### config.mk
export PLATFORM = sky130hd
export DESIGN_NAME = hrap_top
export DESIGN_NICKNAME = d
export VERILOG_FILES = /design/src/hrap_pkg.sv /design/src/hrap_top.sv
export VERILOG_INCLUDE_DIRS = /design/src
export SDC_FILE = /design/constraint.sdc
export NUM_CORES = 1
export LEC_CHECK = 0
export ABC_CLOCK_PERIOD_IN_PS = 6500
export BUFFER_PORTS_ARGS = -buffer_cell sky130_fd_sc_hd__buf_2
export CAP_MARGIN = 40
export CORE_MARGIN = 3
export CORE_UTILIZATION = 42
export DETAILED_ROUTE_END_ITERATION = 7
export GPL_ROUTABILITY_DRIVEN = 0
export PLACE_DENSITY_LB_ADDON = 0.15
export RECOVER_POWER = 100
export SLEW_MARGIN = 20
export SYNTH_ARGS = -nofsm -noshare
export SYNTH_HDL_FRONTEND = slang
export SYNTH_SLANG_ARGS = --single-unit
export TNS_END_PERCENT = 50
### constraint.sdc
create_clock -name i_ref_clk -period 6.5 [get_ports i_ref_clk]
set_input_delay 1.3 -clock i_ref_clk [delete_from_list [all_inputs] [get_ports i_ref_clk]]
set_output_delay 1.3 -clock i_ref_clk [all_outputs]
set_load 0.05 [all_outputs]
### src/hrap_params.svh
`ifndef HRAP_PARAMS_SVH
`define HRAP_PARAMS_SVH
// Address space and register offsets.
`define HRAP_ADDR_W         7
`define HRAP_OFS_POLARITY   7'h0c
`define HRAP_OFS_PERIOD_LO  7'h0d
`define HRAP_OFS_PERIOD_HI  7'h0e
`define HRAP_OFS_DEAD       7'h0f
`define HRAP_OFS_ISCL_LO    7'h15
`define HRAP_OFS_ISCL_HI    7'h16
`define HRAP_OFS_RUN        7'h17
`define HRAP_OFS_MSCL_LO    7'h44
`define HRAP_OFS_MSCL_HI    7'h45
`define HRAP_OFS_GUARD      7'h51
`define HRAP_OFS_RECAL      7'h7d
// Storage slots, one per implemented register.
`define HRAP_NUM_SLOTS      11
`define HRAP_SLOT_POLARITY  0
`define HRAP_SLOT_PERIOD_LO 1
`define HRAP_SLOT_PERIOD_HI 2
`define HRAP_SLOT_DEAD      3
`define HRAP_SLOT_ISCL_LO   4
`define HRAP_SLOT_ISCL_HI   5
`define HRAP_SLOT_RUN       6
`define HRAP_SLOT_MSCL_LO   7
`define HRAP_SLOT_MSCL_HI   8
`define HRAP_SLOT_GUARD     9
`define HRAP_SLOT_RECAL     10
`define HRAP_REG_RST        8'h00
// Field positions.
`define HRAP_POL_SHUTDOWN   7
`define HRAP_POL_LOW_GATE   5
`define HRAP_POL_HIGH_GATE  4
`define HRAP_POL_CARRIER    3
`define HRAP_POL_CHOPPER    2
`define HRAP_POL_DRV_SD     1
`define HRAP_HI_DUAL_EN     7
`define HRAP_HI_VARIANT     6
`define HRAP_HI_CENTRE      4
`define HRAP_RUN_DIR        0
`define HRAP_RUN_CMD        1
`define HRAP_RUN_ESTOP      2
`define HRAP_CMD_READ_BIT   7
`define HRAP_ACK_ERR_BIT    7
`define HRAP_MAX_WR_BYTES   6
// Timing.
`define HRAP_CLK_HZ         250000000
`define HRAP_BAUD           57600
`define HRAP_BIT_CYCLES     (`HRAP_CLK_HZ / `HRAP_BAUD)
`define HRAP_TIMEOUT_MS     32
`define HRAP_TIMEOUT_CYCLES (`HRAP_TIMEOUT_MS * (`HRAP_CLK_HZ / 1000))
`endif

### src/hrap_pkg.sv
package hrap_pkg;
  typedef enum logic [7:0] {
    HRAP_IDLE  = 8'h01,
    HRAP_CNT   = 8'h02,
    HRAP_DATA  = 8'h04,
    HRAP_SUM   = 8'h08,
    HRAP_WR    = 8'h10,
    HRAP_ACK   = 8'h20,
    HRAP_RDATA = 8'h40,
    HRAP_TSUM  = 8'h80
  } hrap_rs_state_e;
endpackage : hrap_pkg

### src/hrap_top.sv
`timescale 1ns/1ps
`include "hrap_params.svh"
// Behaviour
// - One 128-location byte address space decoded for all host ports.
// - Parallel write with pointer select high loads the pointer.
// - Pointer advances by one after every parallel data byte.
// - Pointer load accepted any time; sequential access restarts there.
// - SPI command byte: bit 7 read-only flag, bits 6..0 start location.
// - SPI accesses start location first, then increments per byte until deselect.
// - Serial command bit 7 selects read, bits 6..0 start location.
// - Every serial frame ends with eight-bit sum of preceding bytes.
// - Serial write: check sum, write consecutive locations, send ack and sum.
// - Ack byte holds start location, bit 7 set on error.
// - Serial read request is command, count, checksum; sum checked first.
// - Read reply: ack, data, sum; failed read: error ack and sum.
// - Incomplete incoming serial frame abandoned 32 ms after it began.
// - Polarity register bits select sense of gate and pulse signals.
// - Run control: bit 0 direction, bit 1 run, bit 2 emergency coast.
// - Carrier period is two times value plus one clock periods.
// - Centre alignment, dual-leg enable and variant bits select PWM mode.
// - Dead interval register counts system clock cycles.
// - Guard band applies only in three-phase modulation.
module hrap_top #(
  parameter int BIT_CYCLES     = `HRAP_BIT_CYCLES,
  parameter int TIMEOUT_CYCLES = `HRAP_TIMEOUT_CYCLES
) (
  input  wire logic        i_ref_clk,
  input  wire logic        i_srst,
  input  wire logic        i_host_cs_n,
  input  wire logic        i_host_oe_n,
  input  wire logic        i_host_we_n,
  input  wire logic        i_host_pointer_select,
  input  wire logic [7:0]  i_host_parallel_bus,
  output logic      [7:0]  o_host_parallel_bus,
  output logic             o_host_parallel_bus_oe_n,
  input  wire logic        i_spi_cs_n,
  input  wire logic        i_spi_sclk,
  input  wire logic        i_spi_mosi,
  output logic             o_spi_miso,
  output logic             o_spi_miso_oe_n,
  input  wire logic        i_uart_rx,
  output logic             o_uart_tx,
  output logic             o_shutdown_input_polarity,
  output logic             o_low_side_gate_polarity,
  output logic             o_high_side_gate_polarity,
  output logic             o_carrier_pulse_polarity,
  output logic             o_chopper_polarity,
  output logic             o_driver_shutdown_out,
  output logic      [11:0] o_carrier_period_value,
  output logic      [13:0] o_carrier_period_cycles,
  output logic             o_centre_alignment_select,
  output logic             o_dual_leg_modulation_enable,
  output logic             o_dual_leg_variant,
  output logic      [7:0]  o_gate_dead_interval,
  output logic      [7:0]  o_sampling_guard_band,
  output logic      [15:0] o_current_scale,
  output logic      [15:0] o_modulator_scale,
  output logic      [7:0]  o_offset_recal_delay,
  output logic             o_rotation_forward,
  output logic             o_run_command,
  output logic             o_emergency_coast_request
);
  localparam logic [6:0] SLOT_OFS [`HRAP_NUM_SLOTS] = '{`HRAP_OFS_POLARITY, `HRAP_OFS_PERIOD_LO,
    `HRAP_OFS_PERIOD_HI, `HRAP_OFS_DEAD, `HRAP_OFS_ISCL_LO, `HRAP_OFS_ISCL_HI, `HRAP_OFS_RUN,
    `HRAP_OFS_MSCL_LO, `HRAP_OFS_MSCL_HI, `HRAP_OFS_GUARD, `HRAP_OFS_RECAL};

  logic [7:0] regs [`HRAP_NUM_SLOTS];

  // Maps a location to {hit, slot}; locations without a register miss.
  function automatic logic [4:0] slot_of(input logic [6:0] addr);
    logic [4:0] r;
    r = 5'h00;
    for (int i = 0; i < `HRAP_NUM_SLOTS; i++) begin
      if (SLOT_OFS[i] == addr) begin
        r = {1'b1, 4'(i)};
      end
    end
    return r;
  endfunction : slot_of

  // Read data for any port; unimplemented locations return zero.
  function automatic logic [7:0] rd_byte(input logic [6:0] addr);
    logic [4:0] s;
    s = slot_of(addr);
    return s[4] ? regs[s[3:0]] : 8'h00;
  endfunction : rd_byte

  // Registered write requests from the three ports.
  logic       p_we, s_we, u_we;
  logic [6:0] p_waddr, s_waddr, u_waddr;
  logic [7:0] p_wdata, s_wdata, u_wdata;
  wire        w_en   = p_we | s_we | u_we;
  wire  [6:0] w_addr = p_we ? p_waddr : (s_we ? s_waddr : u_waddr);
  wire  [7:0] w_data = p_we ? p_wdata : (s_we ? s_wdata : u_wdata);
  wire  [4:0] w_slot = slot_of(w_addr);

  // One storage byte per implemented register; other writes fall away.
  genvar g;
  generate
    for (g = 0; g < `HRAP_NUM_SLOTS; g++) begin : g_reg
      always_ff @(posedge i_ref_clk) begin
        if (i_srst) begin
          regs[g] <= `HRAP_REG_RST;
        end else if (w_en && w_slot[4] && w_slot[3:0] == 4'(g)) begin
          regs[g] <= w_data;
        end
      end
    end
  endgenerate

  // Register fields driven straight from storage.
  assign o_shutdown_input_polarity = regs[`HRAP_SLOT_POLARITY][`HRAP_POL_SHUTDOWN];
  assign o_low_side_gate_polarity  = regs[`HRAP_SLOT_POLARITY][`HRAP_POL_LOW_GATE];
  assign o_high_side_gate_polarity = regs[`HRAP_SLOT_POLARITY][`HRAP_POL_HIGH_GATE];
  assign o_carrier_pulse_polarity  = regs[`HRAP_SLOT_POLARITY][`HRAP_POL_CARRIER];
  assign o_chopper_polarity        = regs[`HRAP_SLOT_POLARITY][`HRAP_POL_CHOPPER];
  assign o_driver_shutdown_out     = regs[`HRAP_SLOT_POLARITY][`HRAP_POL_DRV_SD];
  assign o_carrier_period_value    = {regs[`HRAP_SLOT_PERIOD_HI][3:0],
                                      regs[`HRAP_SLOT_PERIOD_LO]};
  assign o_centre_alignment_select = regs[`HRAP_SLOT_PERIOD_HI][`HRAP_HI_CENTRE];
  assign o_dual_leg_modulation_enable = regs[`HRAP_SLOT_PERIOD_HI][`HRAP_HI_DUAL_EN];
  assign o_dual_leg_variant        = regs[`HRAP_SLOT_PERIOD_HI][`HRAP_HI_VARIANT];
  assign o_gate_dead_interval      = regs[`HRAP_SLOT_DEAD];
  assign o_current_scale           = {regs[`HRAP_SLOT_ISCL_HI], regs[`HRAP_SLOT_ISCL_LO]};
  assign o_modulator_scale         = {regs[`HRAP_SLOT_MSCL_HI], regs[`HRAP_SLOT_MSCL_LO]};
  assign o_offset_recal_delay      = regs[`HRAP_SLOT_RECAL];
  assign o_rotation_forward        = regs[`HRAP_SLOT_RUN][`HRAP_RUN_DIR];
  assign o_run_command             = regs[`HRAP_SLOT_RUN][`HRAP_RUN_CMD];
  assign o_emergency_coast_request = regs[`HRAP_SLOT_RUN][`HRAP_RUN_ESTOP];

  // Carrier length in clocks and guard band masked off in dual-leg mode.
  always_ff @(posedge i_ref_clk) begin
    if (i_srst) begin
      o_carrier_period_cycles <= 14'h0000;
      o_sampling_guard_band   <= 8'h00;
    end else begin
      o_carrier_period_cycles <= {1'b0, o_carrier_period_value, 1'b0} + 14'h0002;
      o_sampling_guard_band   <= o_dual_leg_modulation_enable ? 8'h00
                                 : regs[`HRAP_SLOT_GUARD];
    end
  end

  // Parallel port: two-stage synchronisers on every pin.
  logic [11:0] p_m, p_s;
  logic        p_cs_q, p_a_q, p_we_q, p_oe_q;
  logic [7:0]  p_d_q;
  logic [6:0]  p_ptr;
  wire  [4:0]  p_slot = slot_of(p_ptr);
  wire         p_cs_n = p_s[11];
  wire         p_rise = p_cs_n & ~p_cs_q;
  wire         p_drive = ~p_cs_n & ~p_s[10] & p_s[9] & ~p_s[8];
  always_ff @(posedge i_ref_clk) begin
    if (i_srst) begin
      p_m <= 12'hfff;
      p_s <= 12'hfff;
    end else begin
      p_m <= {i_host_cs_n, i_host_oe_n, i_host_we_n, i_host_pointer_select, i_host_parallel_bus};
      p_s <= p_m;
    end
  end

  // Strobe values are held while selected and acted on at deselect.
  always_ff @(posedge i_ref_clk) begin
    if (i_srst) begin
      p_cs_q <= 1'b1;
      {p_oe_q, p_we_q, p_a_q, p_d_q} <= 11'h600;
      p_ptr <= 7'h00;
      p_we  <= 1'b0;
      p_waddr <= 7'h00;
      p_wdata <= 8'h00;
      o_host_parallel_bus <= 8'h00;
      o_host_parallel_bus_oe_n <= 1'b1;
    end else begin
      p_cs_q <= p_cs_n;
      p_we   <= 1'b0;
      if (!p_cs_n) begin
        {p_oe_q, p_we_q, p_a_q, p_d_q} <= p_s[10:0];
      end
      if (p_rise && !p_we_q && p_a_q) begin
        p_ptr <= p_d_q[6:0];
      end else if (p_rise && !p_a_q && (!p_we_q || !p_oe_q)) begin
        p_we    <= ~p_we_q;
        p_waddr <= p_ptr;
        p_wdata <= p_d_q;
        p_ptr   <= p_ptr + 7'h01;
      end
      o_host_parallel_bus <= rd_byte(p_ptr);
      o_host_parallel_bus_oe_n <= ~p_drive;
    end
  end

  // SPI port, mode 0: sample on rising clock, shift out on falling clock.
  logic [2:0] s_m, s_s;
  logic       s_clk_q, s_cmd, s_ro;
  logic [2:0] s_bits;
  logic [6:0] s_sh, s_ptr;
  logic [7:0] s_tx;
  wire        s_rise = s_s[1] & ~s_clk_q;
  wire        s_fall = ~s_s[1] & s_clk_q;
  wire  [7:0] s_byte = {s_sh, s_s[0]};
  wire        s_done = s_rise && s_bits == 3'h7;
  always_ff @(posedge i_ref_clk) begin
    if (i_srst) begin
      s_m <= 3'h4;
      s_s <= 3'h4;
    end else begin
      s_m <= {i_spi_cs_n, i_spi_sclk, i_spi_mosi};
      s_s <= s_m;
    end
  end

  // Command byte sets flag and pointer; data bytes advance the pointer.
  always_ff @(posedge i_ref_clk) begin
    if (i_srst) begin
      s_clk_q <= 1'b0;
      {s_cmd, s_ro, s_bits, s_sh, s_ptr, s_tx} <= 27'h4000000;
      {s_we, s_waddr, s_wdata} <= 16'h0000;
      o_spi_miso <= 1'b0;
      o_spi_miso_oe_n <= 1'b1;
    end else begin
      s_clk_q <= s_s[1];
      s_we    <= 1'b0;
      o_spi_miso_oe_n <= s_s[2];
      if (s_s[2]) begin
        s_cmd  <= 1'b1;
        s_bits <= 3'h0;
        s_tx   <= 8'h00;
      end else if (s_rise) begin
        s_sh   <= s_byte[6:0];
        s_bits <= s_bits + 3'h1;
        if (s_done && s_cmd) begin
          s_cmd <= 1'b0;
          s_ro  <= s_byte[7];
          s_ptr <= s_byte[6:0];
          s_tx  <= rd_byte(s_byte[6:0]);
        end else if (s_done) begin
          s_we    <= ~s_ro;
          s_waddr <= s_ptr;
          s_wdata <= s_byte;
          s_ptr   <= s_ptr + 7'h01;
          s_tx    <= rd_byte(s_ptr + 7'h01);
        end
      end else if (s_fall) begin
        o_spi_miso <= s_tx[7];
        s_tx <= {s_tx[6:0], 1'b0};
      end
    end
  end

  // Serial receiver, 8N1, sampled mid-bit.
  logic        rx_m, rx_s, rx_busy, rx_done;
  logic [15:0] rx_cnt;
  logic [3:0]  rx_idx;
  logic [7:0]  rx_sh;
  always_ff @(posedge i_ref_clk) begin
    if (i_srst) begin
      {rx_m, rx_s} <= 2'h3;
      {rx_busy, rx_done, rx_cnt, rx_idx, rx_sh} <= 30'h00000000;
    end else begin
      {rx_m, rx_s} <= {i_uart_rx, rx_m};
      rx_done <= 1'b0;
      if (!rx_busy) begin
        rx_busy <= ~rx_s;
        rx_cnt  <= 16'(BIT_CYCLES / 2);
        rx_idx  <= 4'h0;
      end else if (rx_cnt != 16'h0000) begin
        rx_cnt <= rx_cnt - 16'h0001;
      end else begin
        rx_cnt <= 16'(BIT_CYCLES - 1);
        rx_idx <= rx_idx + 4'h1;
        if (rx_idx == 4'h0 && rx_s) begin
          rx_busy <= 1'b0;
        end else if (rx_idx == 4'h9) begin
          rx_busy <= 1'b0;
          rx_done <= rx_s;
        end else if (rx_idx != 4'h0) begin
          rx_sh <= {rx_s, rx_sh[7:1]};
        end
      end
    end
  end

  // Serial transmitter, 8N1; the line idles high.
  logic        tx_go, tx_busy;
  logic [7:0]  tx_byte;
  logic [15:0] tx_cnt;
  logic [3:0]  tx_idx;
  logic [9:0]  tx_sh;
  wire         tx_ready = ~tx_busy & ~tx_go;
  always_ff @(posedge i_ref_clk) begin
    if (i_srst) begin
      {tx_busy, tx_cnt, tx_idx} <= 21'h000000;
      tx_sh <= 10'h3ff;
      o_uart_tx <= 1'b1;
    end else begin
      o_uart_tx <= tx_sh[0];
      if (tx_go) begin
        tx_busy <= 1'b1;
        tx_sh   <= {1'b1, tx_byte, 1'b0};
        tx_cnt  <= 16'(BIT_CYCLES - 1);
        tx_idx  <= 4'h0;
      end else if (tx_busy && tx_cnt != 16'h0000) begin
        tx_cnt <= tx_cnt - 16'h0001;
      end else if (tx_busy) begin
        tx_cnt  <= 16'(BIT_CYCLES - 1);
        tx_sh   <= {1'b1, tx_sh[9:1]};
        tx_idx  <= tx_idx + 4'h1;
        tx_busy <= tx_idx != 4'h9;
      end
    end
  end

  // Serial frame engine: receive, check, commit, reply.
  hrap_pkg::hrap_rs_state_e st;
  logic [7:0]  u_cmd, u_cnt, u_sum, u_idx;
  logic        u_err;
  logic [23:0] u_tmo;
  logic [7:0]  u_buf [`HRAP_MAX_WR_BYTES];
  wire         u_read  = u_cmd[`HRAP_CMD_READ_BIT];
  wire         u_badcnt = u_read ? u_cnt == 8'h00
                          : (u_cnt == 8'h00 || u_cnt > 8'(`HRAP_MAX_WR_BYTES));
  wire         u_rxing = st == hrap_pkg::HRAP_CNT || st == hrap_pkg::HRAP_DATA
                         || st == hrap_pkg::HRAP_SUM;
  wire         u_tmo_hit = u_rxing && u_tmo == 24'(TIMEOUT_CYCLES - 1);
  wire         u_sum_bad = rx_sh != u_sum;
  wire  [7:0]  u_ack = {u_err, u_cmd[6:0]};
  always_ff @(posedge i_ref_clk) begin
    if (i_srst) begin
      st <= hrap_pkg::HRAP_IDLE;
      {u_cmd, u_cnt, u_sum, u_idx, u_err, u_tmo} <= 57'h0;
      {tx_go, tx_byte} <= 9'h000;
      {u_we, u_waddr, u_wdata} <= 16'h0000;
      for (int i = 0; i < `HRAP_MAX_WR_BYTES; i++) begin
        u_buf[i] <= 8'h00;
      end
    end else begin
      tx_go <= 1'b0;
      u_we  <= 1'b0;
      u_tmo <= u_rxing ? u_tmo + 24'h000001 : 24'h000000;
      if (u_tmo_hit) begin
        st <= hrap_pkg::HRAP_IDLE;
      end else begin
        case (st)
          hrap_pkg::HRAP_IDLE: begin
            if (rx_done) begin
              u_cmd <= rx_sh;
              u_sum <= rx_sh;
              st    <= hrap_pkg::HRAP_CNT;
            end
          end
          hrap_pkg::HRAP_CNT: begin
            if (rx_done) begin
              u_cnt <= rx_sh;
              u_sum <= u_sum + rx_sh;
              u_idx <= 8'h00;
              st    <= (u_read || rx_sh == 8'h00) ? hrap_pkg::HRAP_SUM : hrap_pkg::HRAP_DATA;
            end
          end
          hrap_pkg::HRAP_DATA: begin
            if (rx_done) begin
              if (u_idx < 8'(`HRAP_MAX_WR_BYTES)) begin
                u_buf[u_idx[2:0]] <= rx_sh;
              end
              u_sum <= u_sum + rx_sh;
              u_idx <= u_idx + 8'h01;
              if (u_idx + 8'h01 == u_cnt) begin
                st <= hrap_pkg::HRAP_SUM;
              end
            end
          end
          hrap_pkg::HRAP_SUM: begin
            if (rx_done) begin
              u_err <= u_sum_bad | u_badcnt;
              u_idx <= 8'h00;
              st    <= (!u_sum_bad && !u_badcnt && !u_read) ? hrap_pkg::HRAP_WR
                       : hrap_pkg::HRAP_ACK;
            end
          end
          hrap_pkg::HRAP_WR: begin
            u_we    <= 1'b1;
            u_waddr <= u_cmd[6:0] + u_idx[6:0];
            u_wdata <= u_buf[u_idx[2:0]];
            u_idx   <= u_idx + 8'h01;
            if (u_idx + 8'h01 == u_cnt) begin
              st <= hrap_pkg::HRAP_ACK;
            end
          end
          hrap_pkg::HRAP_ACK: begin
            if (tx_ready) begin
              tx_go   <= 1'b1;
              tx_byte <= u_ack;
              u_sum   <= u_ack;
              u_idx   <= 8'h00;
              st      <= (u_read && !u_err) ? hrap_pkg::HRAP_RDATA : hrap_pkg::HRAP_TSUM;
            end
          end
          hrap_pkg::HRAP_RDATA: begin
            if (tx_ready) begin
              tx_go   <= 1'b1;
              tx_byte <= rd_byte(u_cmd[6:0] + u_idx[6:0]);
              u_sum   <= u_sum + rd_byte(u_cmd[6:0] + u_idx[6:0]);
              u_idx   <= u_idx + 8'h01;
              if (u_idx + 8'h01 == u_cnt) begin
                st <= hrap_pkg::HRAP_TSUM;
              end
            end
          end
          hrap_pkg::HRAP_TSUM: begin
            if (tx_ready) begin
              tx_go   <= 1'b1;
              tx_byte <= u_sum;
              st      <= hrap_pkg::HRAP_IDLE;
            end
          end
          default: st <= hrap_pkg::HRAP_IDLE;
        endcase
      end
    end
  end

  // Checks kept beside the logic.
  property p_unmapped_zero;
    @(posedge i_ref_clk) disable iff (i_srst)
      !p_slot[4] |=> o_host_parallel_bus == 8'h00;
  endproperty
  a_unmapped_zero: assert property (p_unmapped_zero) else $error("unmapped read not zero");
  property p_ptr_load;
    @(posedge i_ref_clk) disable iff (i_srst)
      (p_rise && !p_we_q && p_a_q) |=> p_ptr == $past(p_d_q[6:0]) && !p_we;
  endproperty
  a_ptr_load: assert property (p_ptr_load) else $error("pointer load wrong");
  property p_ptr_inc;
    @(posedge i_ref_clk) disable iff (i_srst)
      (p_rise && !p_a_q && !p_we_q) |=> p_ptr == $past(p_ptr) + 7'h01 && p_waddr == $past(p_ptr);
  endproperty
  a_ptr_inc: assert property (p_ptr_inc) else $error("pointer not advanced");
  property p_spi_cmd;
    @(posedge i_ref_clk) disable iff (i_srst)
      (!s_s[2] && s_done && s_cmd) |=> s_ptr == $past(s_byte[6:0]) && s_ro == $past(s_byte[7]);
  endproperty
  a_spi_cmd: assert property (p_spi_cmd) else $error("spi command decode wrong");
  property p_spi_ro;
    @(posedge i_ref_clk) disable iff (i_srst)
      (!s_s[2] && s_done && !s_cmd && s_ro) |=> !s_we ##1 !s_we;
  endproperty
  a_spi_ro: assert property (p_spi_ro) else $error("read-only spi wrote");
  property p_spi_inc;
    @(posedge i_ref_clk) disable iff (i_srst)
      (!s_s[2] && s_done && !s_cmd) |=> s_ptr == $past(s_ptr) + 7'h01;
  endproperty
  a_spi_inc: assert property (p_spi_inc) else $error("spi pointer not advanced");
  property p_timeout;
    @(posedge i_ref_clk) disable iff (i_srst)
      u_tmo_hit |=> st == hrap_pkg::HRAP_IDLE && !tx_go;
  endproperty
  a_timeout: assert property (p_timeout) else $error("frame timeout missed");
  property p_bad_sum;
    @(posedge i_ref_clk) disable iff (i_srst)
      (st == hrap_pkg::HRAP_SUM && rx_done && !u_tmo_hit && u_sum_bad)
        |=> st == hrap_pkg::HRAP_ACK && u_err ##1 !u_we;
  endproperty
  a_bad_sum: assert property (p_bad_sum) else $error("bad checksum not refused");
  property p_ack_bit;
    @(posedge i_ref_clk) disable iff (i_srst)
      (st == hrap_pkg::HRAP_ACK && tx_ready) |=> tx_go && tx_byte[7] == u_err
        && tx_byte[6:0] == u_cmd[6:0];
  endproperty
  a_ack_bit: assert property (p_ack_bit) else $error("ack byte wrong");
  property p_period;
    @(posedge i_ref_clk) disable iff (i_srst)
      $stable(o_carrier_period_value) |=>
        o_carrier_period_cycles == ({2'b00, $past(o_carrier_period_value)} + 14'h0001) * 14'h0002;
  endproperty
  a_period: assert property (p_period) else $error("carrier length wrong");
  property p_guard;
    @(posedge i_ref_clk) disable iff (i_srst)
      o_dual_leg_modulation_enable |=> o_sampling_guard_band == 8'h00;
  endproperty
  a_guard: assert property (p_guard) else $error("guard band not masked");
  c_par_write: cover property (@(posedge i_ref_clk) disable iff (i_srst) p_we ##[1:100] p_we);
  c_spi_data: cover property (@(posedge i_ref_clk) disable iff (i_srst) s_we);
  c_uart_wr: cover property (@(posedge i_ref_clk) disable iff (i_srst) u_we ##1 u_we);
  c_uart_rd: cover property (@(posedge i_ref_clk) disable iff (i_srst)
    st == hrap_pkg::HRAP_RDATA && tx_go);
endmodule : hrap_top

* Word level (Yosys, flattened, before mapping) *
Memory sizes are Yosys's and may differ from the RTL's. A register that Yosys moved wholly into a read port is not among the register bits.
Cells that the tools add are included.

cells by class
  add/sub/neg operators = 13
  $mul = 0
  div/mod/pow operators = 0
  magnitude comparators = 2
  equality and inequality tests = 93
  shifts and indexed selects = 0
  mux-type cells = 184
  bitwise logic cells = 48
  reduce and logical (&&, ||, !) cells = 87

operators by type and width
  kind                   number
  $mux 5                 69
  $mux 8                 42
  $eq 4x7->1 const A     20
  $eq 7x7->1 const A     20
  $eq 5x7->1 const A     15
  $pmux 8 s8             1
  $mux 1                 52
  $mux 7                 6
  $pmux 8 s5             1
  $mux 16                2
  $pmux 8 s4             1
  $reduce_bool 16->1     2
  $sub 16x1->16 const B  2
  $mux 9                 3
  $not 1->1              27
  $mux 13                2
  $add 24x1->24 const B  1
  $eq 24x23->1 const B   1
  $logic_and 1x1->1      24
  $pmux 8 s3             1
  $ne 2x2->1 const B     10
  $reduce_and 3->1       6
  $reduce_or 2->1        9
  $add 8x8->8            2
  other kinds (48)       108

word-level totals
  register bits after elaboration = 271
  bits in latches = 0
  memory bits (writable) = 136
  bits in read-only memories = 0
  input port bits = 18
  logic and storage cells = 482
  memories = 2

memory list
  name   depth  bits a word  rd ports  clocked after Yosys merged registers in  wr ports  line             RTL
  regs   11     8            15        2                                        11        hrap_top.sv:67   logic [7:0] regs [`HRAP_NUM_SLOTS];
  u_buf  6      8            1         1                                        6         hrap_top.sv:318  logic [7:0] u_buf [`HRAP_MAX_WR_BYTES];

* Longest topological paths before layout *
An unclocked memory read counts as a cell.

  depth in word-level cells = 23
  depth in mapped cells = 28
  gate-level depth less buffers = 26

* Worst setup path before layout *
OpenSTA, ideal clock, no wires.

  path kind = register to register
  from = reg u_idx[1]
  to = reg u_sum[7]
  data arrival time = 5.223 ns
  data required time = 6.438 ns
  path slack = 1.216 ns
  cell stages (with the launch flop) = 27
  buffers on the path = 2
  period minus slack after synthesis = 5.284 ns
  path through = dfxtp_1 > clkbuf_1 > inv_1 > fa_1 > nand2b_1 > a21oi_2 > xnor2_1 > or4_1 > o21ai_2 > nor2_2 > buf_6 > mux2_1 > o221ai_1 > a21oi_1 > o311a_1 > a21o_1 > ha_1 > a21o_1 > a21oi_1 > o21bai_1 > a21oi_1 > o21bai_1 > a21oi_1 > xor2_1 > nand3_1 > mux2_1 > nand3_1

between the ends
  longest elaborated chain between the ends = 21
  elaborated cells on any way between the ends = 32

ends and longest elaborated chain
  what                                    line             RTL
  start: declaration                      hrap_top.sv:315  logic [7:0] u_cmd, u_cnt, u_sum, u_idx;
  start signal: assignment                hrap_top.sv:365  u_idx <= u_idx + 8'h01;
  start signal: assignment                hrap_top.sv:383  u_idx <= u_idx + 8'h01;
  start signal: assignment                hrap_top.sv:402  u_idx <= u_idx + 8'h01;
  $add 7x7->7 (*)                         hrap_top.sv:401  u_sum <= u_sum + rd_byte(u_cmd[6:0] + u_idx[6:0]);
  $eq 4x7->1                              hrap_top.sv:74   if (SLOT_OFS[i] == addr) begin
  $mux 5 (9 in series)                    hrap_top.sv:74
  $mux 5 (*)                              hrap_top.sv:74
  $mux 5 (*)                              hrap_top.sv:398  if (tx_ready) begin
  $mux 5 (*)                              hrap_top.sv:343  case (st)
  $mux 5 (*)                              hrap_top.sv:340  if (u_tmo_hit) begin
  $mux 5 (*)                              hrap_top.sv:328  if (i_srst) begin
  $mem_v2 11x8 or $mux 5 (tied branches)  n/a
  $mux 8 (*)                              hrap_top.sv:85   return s[4] ? regs[s[3:0]] : 8'h00;
  $add 8x8->8 (*)                         hrap_top.sv:401
  $mux 8 (*)                              hrap_top.sv:398
  $pmux 8 s4 (*)                          hrap_top.sv:343
  end signal: assignment                  hrap_top.sv:347  u_sum <= rx_sh;
  end signal: assignment                  hrap_top.sv:354  u_sum <= u_sum + rx_sh;
  end signal: assignment                  hrap_top.sv:401
  end: declaration                        hrap_top.sv:315

Every way passes the cells marked *; elsewhere a longest branch is shown, timed or not. The select of a mux whose other input is x is not followed.
A chain may end at the register's enable or synchronous reset.

* Worst setup path after layout *
  from = reg u_cmd[0]
  to = reg u_sum[6]

between the ends
  longest elaborated chain between the ends = 21
  elaborated cells on any way between the ends = 32

ends and longest elaborated chain
  what                                    line             RTL
  start: declaration                      hrap_top.sv:315
  start signal: assignment                hrap_top.sv:346  u_cmd <= rx_sh;
  $add 7x7->7 (*)                         hrap_top.sv:401
  $eq 4x7->1                              hrap_top.sv:74
  $mux 5 (9 in series)                    hrap_top.sv:74
  $mux 5 (*)                              hrap_top.sv:74
  $mux 5 (*)                              hrap_top.sv:398
  $mux 5 (*)                              hrap_top.sv:343
  $mux 5 (*)                              hrap_top.sv:340
  $mux 5 (*)                              hrap_top.sv:328
  $mem_v2 11x8 or $mux 5 (tied branches)  n/a
  $mux 8 (*)                              hrap_top.sv:85
  $add 8x8->8 (*)                         hrap_top.sv:401
  $mux 8 (*)                              hrap_top.sv:398
  $pmux 8 s4 (*)                          hrap_top.sv:343

Marked as above.

==> results.py <==
metrics = {
    "run_status": {
        "outcome": "finished with violations",
        "failed_checks": "max-capacitance violations, max-slew violations",
    },
    "logic_synthesis": {
        "yosysTopAreaCellShare": 0.252,
        "synth_cell_types": 97,
        "synth.most_common_cell": "nor2_1",
        "yosysTopAreaCell": "dfxtp_1",
        "synthArstFlopShare": 0,
        "synth-xor-area-share": 0.0371,
        "syn_area_um2": 23300,
        "yosysSeqAreaShare": 0.448,
        "synthTopCellsByCount": "352 x nor2_1, 294 x dfxtp_1, 236 x nand2_1",
        "synth_top_family_by_area": "simple AND/OR/NAND/NOR gates",
        "avgSynthCellArea_um2": 9.35,
        "yosys_warnings": 0,
        "synth_compound_area_frac": 0.143,
        "synth_cells": 2497,
        "synth_fa_ha_area_frac": 0.0216,
        "synth-simple-area-share": 0.206,
        "dominantRegCellSynth": "dfxtp_1",
        "synthMuxAreaShare": 0.108,
        "synth-edff-count": 152,
        "synth-seq-cells": 446,
        "yosys-top-cells-area": "dfxtp_1 25%, edfxtp_1 20%, mux2i_1 6.1%",
    },
    "timing": {
        "fin_crit_ns": 6.07,
        "worst_pin_slew_ns": 2.95,
        "grt_setup_unrepaired": "false",
        "fmax_ghz": 0.165,
        "drv_slew": 170,
        "max-slew-margin-rel": -0.967,
        "hold-worst-slack_ns": 0.409,
        "finalHoldViolations": 0,
        "setup_tns_ns": 0,
        "setup_viol": 0,
        "fin_worst_skew_ns": 0.0384,
        "min_period_over_period": 0.933,
    },
    "cts": {
        "insertion_delay_ns": 0.62,
        "cts_setup_buffers": 0,
        "cts_tree": "done",
        "cts_hold_buf": 0,
        "path_clk_slew_ns": 0.06,
        "htreeDepth": 2,
        "cts-root-buf": "clkbuf_16",
        "cts_max_path_buffers": 3,
        "cts.sinks": 446,
        "post_cts_resized": 0,
        "numCtsBuffers": 49,
    },
    "power_and_ir_drop": {
        "seqPwrFrac": 0.500,
        "p_leak_uw": 0.00938,
        "p_switching_uw": 1430,
        "worst_ir_drop_vdd_uv": 193,
        "internal_power_uw": 4640,
        "power_uw": 6070,
        "swShare": 0.235,
        "clkPwrFrac": 0.460,
        "power.density_nw_per_um2": 233,
        "combPwrFrac": 0.040,
    },
    "drt": {
        "routed_via_density": 5.91,
        "wl_um": 74100,
        "drt_first_iter_violations": 2215,
        "post_drt_wl_per_cell_um": 22.1,
        "first_pass_iters": 6,
        "drc": 0,
        "via_count": 19800,
        "ant_nets": 0,
    },
    "global_routing": {
        "grt_max_degree": 80,
        "overflow": 0,
        "gr-usage-all-layers": 0.246,
        "antenna_found_initial": 2,
        "grt_pass1_vias": 18900,
        "grt_pass1_wl_um": 113000,
    },
    "worst_setup_path": {
        "crit_arrival_ns": 6.49,
        "path_cells": "ha_1 > inv_1 > fa_1 > nand2b_1 > a21oi_2 > xnor2_1 > or4_1 > o21ai_2 > nor2_2 > buf_4 > mux2i_1 > mux2_2 > a2111oi_0 > a21o_1 > ha_1 > fa_1 > a21oi_1 > o21bai_1 > a21oi_1 > nor2_1 > nor2_1 > xnor2_1 > a222oi_1 > a211oi_1",
        "path_max_fanout": 8,
        "r2r-start": "u_cmd[0]",
        "r2r-end": "u_sum[6]",
        "critPathRequiredTime_ns": 6.93,
        "slowest_stage": "a2111oi_0",
        "r2r_slack_ns": 0.43,
        "reg2reg_depth": 24,
        "cp_slowest_stage_delay_ns": 0.83,
        "startpoint_type": "flip-flop",
        "worstSetupEndpointType": "flip-flop",
        "worstSetupPathType": "flip-flop to flip-flop",
    },
    "finish": {
        "drive_gt1_frac": 0.100,
        "fill_cells": 5136,
        "num_antenna_cells": 0,
        "area_delta_synth_final_pct": 11.8,
        "nNetsFinal": 2627,
    },
    "die": {
        "core_um2": 54300,
        "die_area_um2": 58400,
        "num_rows": 85,
        "die_h_um": 242,
        "ioPinCount": 124,
        "fp.dieW_um": 242,
        "start_util": 0.429,
    },
    "placed_design": {
        "port_buffers": 122,
        "hpwlAfterDp_um": 52100,
    },
    "run": {
        "drv_cap": 3,
    },
    "worst_hold_path": {
        "holdCritStartpoint": "p_m[4]",
        "min_path_cells": 1,
        "holdPathEnd": "p_s[4]",
        "hold_class": "flip-flop to flip-flop",
    },
}
[worst max-delay path by stage]
stage                        start        to  slack (ns)  depth (start not counted)
after floorplan           u_idx[1]  u_sum[7]        1.22                         26
after global placement    u_cmd[0]  u_sum[7]        0.81                         25
after detailed placement  u_cmd[0]  u_sum[7]        0.72                         25
after CTS                 u_cmd[0]  u_sum[7]        0.68                         25
after global routing      u_cmd[0]  u_sum[7]        0.16                         26
final                     u_cmd[0]  u_sum[6]        0.43                         24
[metal layers]
layer / routed length (µm) / up-vias / GRT usage
met5: 0 / - / 0
met4: 3340 / 0 / 0.0960
met3: 7320 / 262 / 0.0617
met2: 32100 / 928 / 0.377
met1: 31400 / 9521 / 0.335
li1: - / 9071 / -
[state kept, by name, summed over array words and instances, names as in the netlist, 8 cells and up]
name / cells
regs: 88
u_buf: 64
u_tmo: 24
rx_cnt: 16
tx_cnt: 16
o_carrier_period_cycles: 13
p_m: 12
p_s: 12
tx_sh: 9
o_host_parallel_bus: 8
o_sampling_guard_band: 8
p_d_q: 8
p_wdata: 8
rx_sh: 8
s_tx: 8
s_wdata: 8
st: 8
tx_byte: 8
u_cmd: 8
u_cnt: 8
u_idx: 8
u_sum: 8
u_wdata: 8
[cell type report]
cell class | instances | area (µm²) | area share
tap | 739 | 925 | 0.0354
clock buffer | 72 | 1450 | 0.0556
multi-input combinational | 1860 | 12100 | 0.463
timing repair buffer | 171 | 848 | 0.0325
sequential | 446 | 10500 | 0.401
inverter | 42 | 158 | 0.00604
clock inverter | 19 | 176 | 0.00676
[through the flow]
stage               instances  instance area [µm²]  worst slack [ns]  utilization
finish                   3349                26100             0.432        0.480
floorplan                2513                23400              1.22            -
global placement         3242                24500             0.807        0.451
global route             3349                26100             0.155        0.480
detailed placement       3254                24600             0.724        0.453
CTS                      3345                26300             0.683        0.483
[logic make-up (layout without fill, tap and decap cells)]
| kind of cell | Yosys count | count (layout) |
|---|---|---|
| XOR/XNOR | 98 | 98 |
| adder cells (fa/ha/maj) | 39 | 39 |
| multiplexers | 198 | 198 |
| other | 1 | 17 |
| AND/OR/NAND/NOR | 1004 | 1004 |
| AO/OA/AOI/OAI | 504 | 504 |
| flip-flops | 446 | 446 |
| buffers and inverters | 207 | 304 |
[cells in the final DEF, fill, tap and decap left out, types with 44 or more instances in the layout]
cell type / instances
nor2_1: 352
dfxtp_1: 294
nand2_1: 236
a21oi_1: 177
edfxtp_1: 152
mux2i_1: 142
clkbuf_1: 120
o21ai_0: 72
nand3_1: 64
xnor2_1: 53
nor3_1: 52
clkbuf_16: 49
xor2_1: 44
[critical path, delay by kind of cell (launching register included)]
family / cells / cell delay [ns]
AO/OA/AOI/OAI: 9 / 2.21
XOR/XNOR: 2 / 0.36
multiplexers: 2 / 0.41
adder cells (fa/ha/maj): 4 / 1.05
flip-flops: 1 / 0.42
buffers and inverters: 2 / 0.28
AND/OR/NAND/NOR: 5 / 1.17
[power groups by stage]
| stage | Sequential [µW] | Combinational [µW] | Clock (µW) |
|---|---|---|---|
| global route | 3030 | 260 | 2960 |
| detailed placement | 3080 | 248 | 0 |
| global placement | 3080 | 245 | 0 |
| floorplan | 3100 | 123 | 0 |
| finish | 3030 | 243 | 2790 |
| CTS | 3020 | 249 | 2850 |
(Power assumes the default switching activity.)
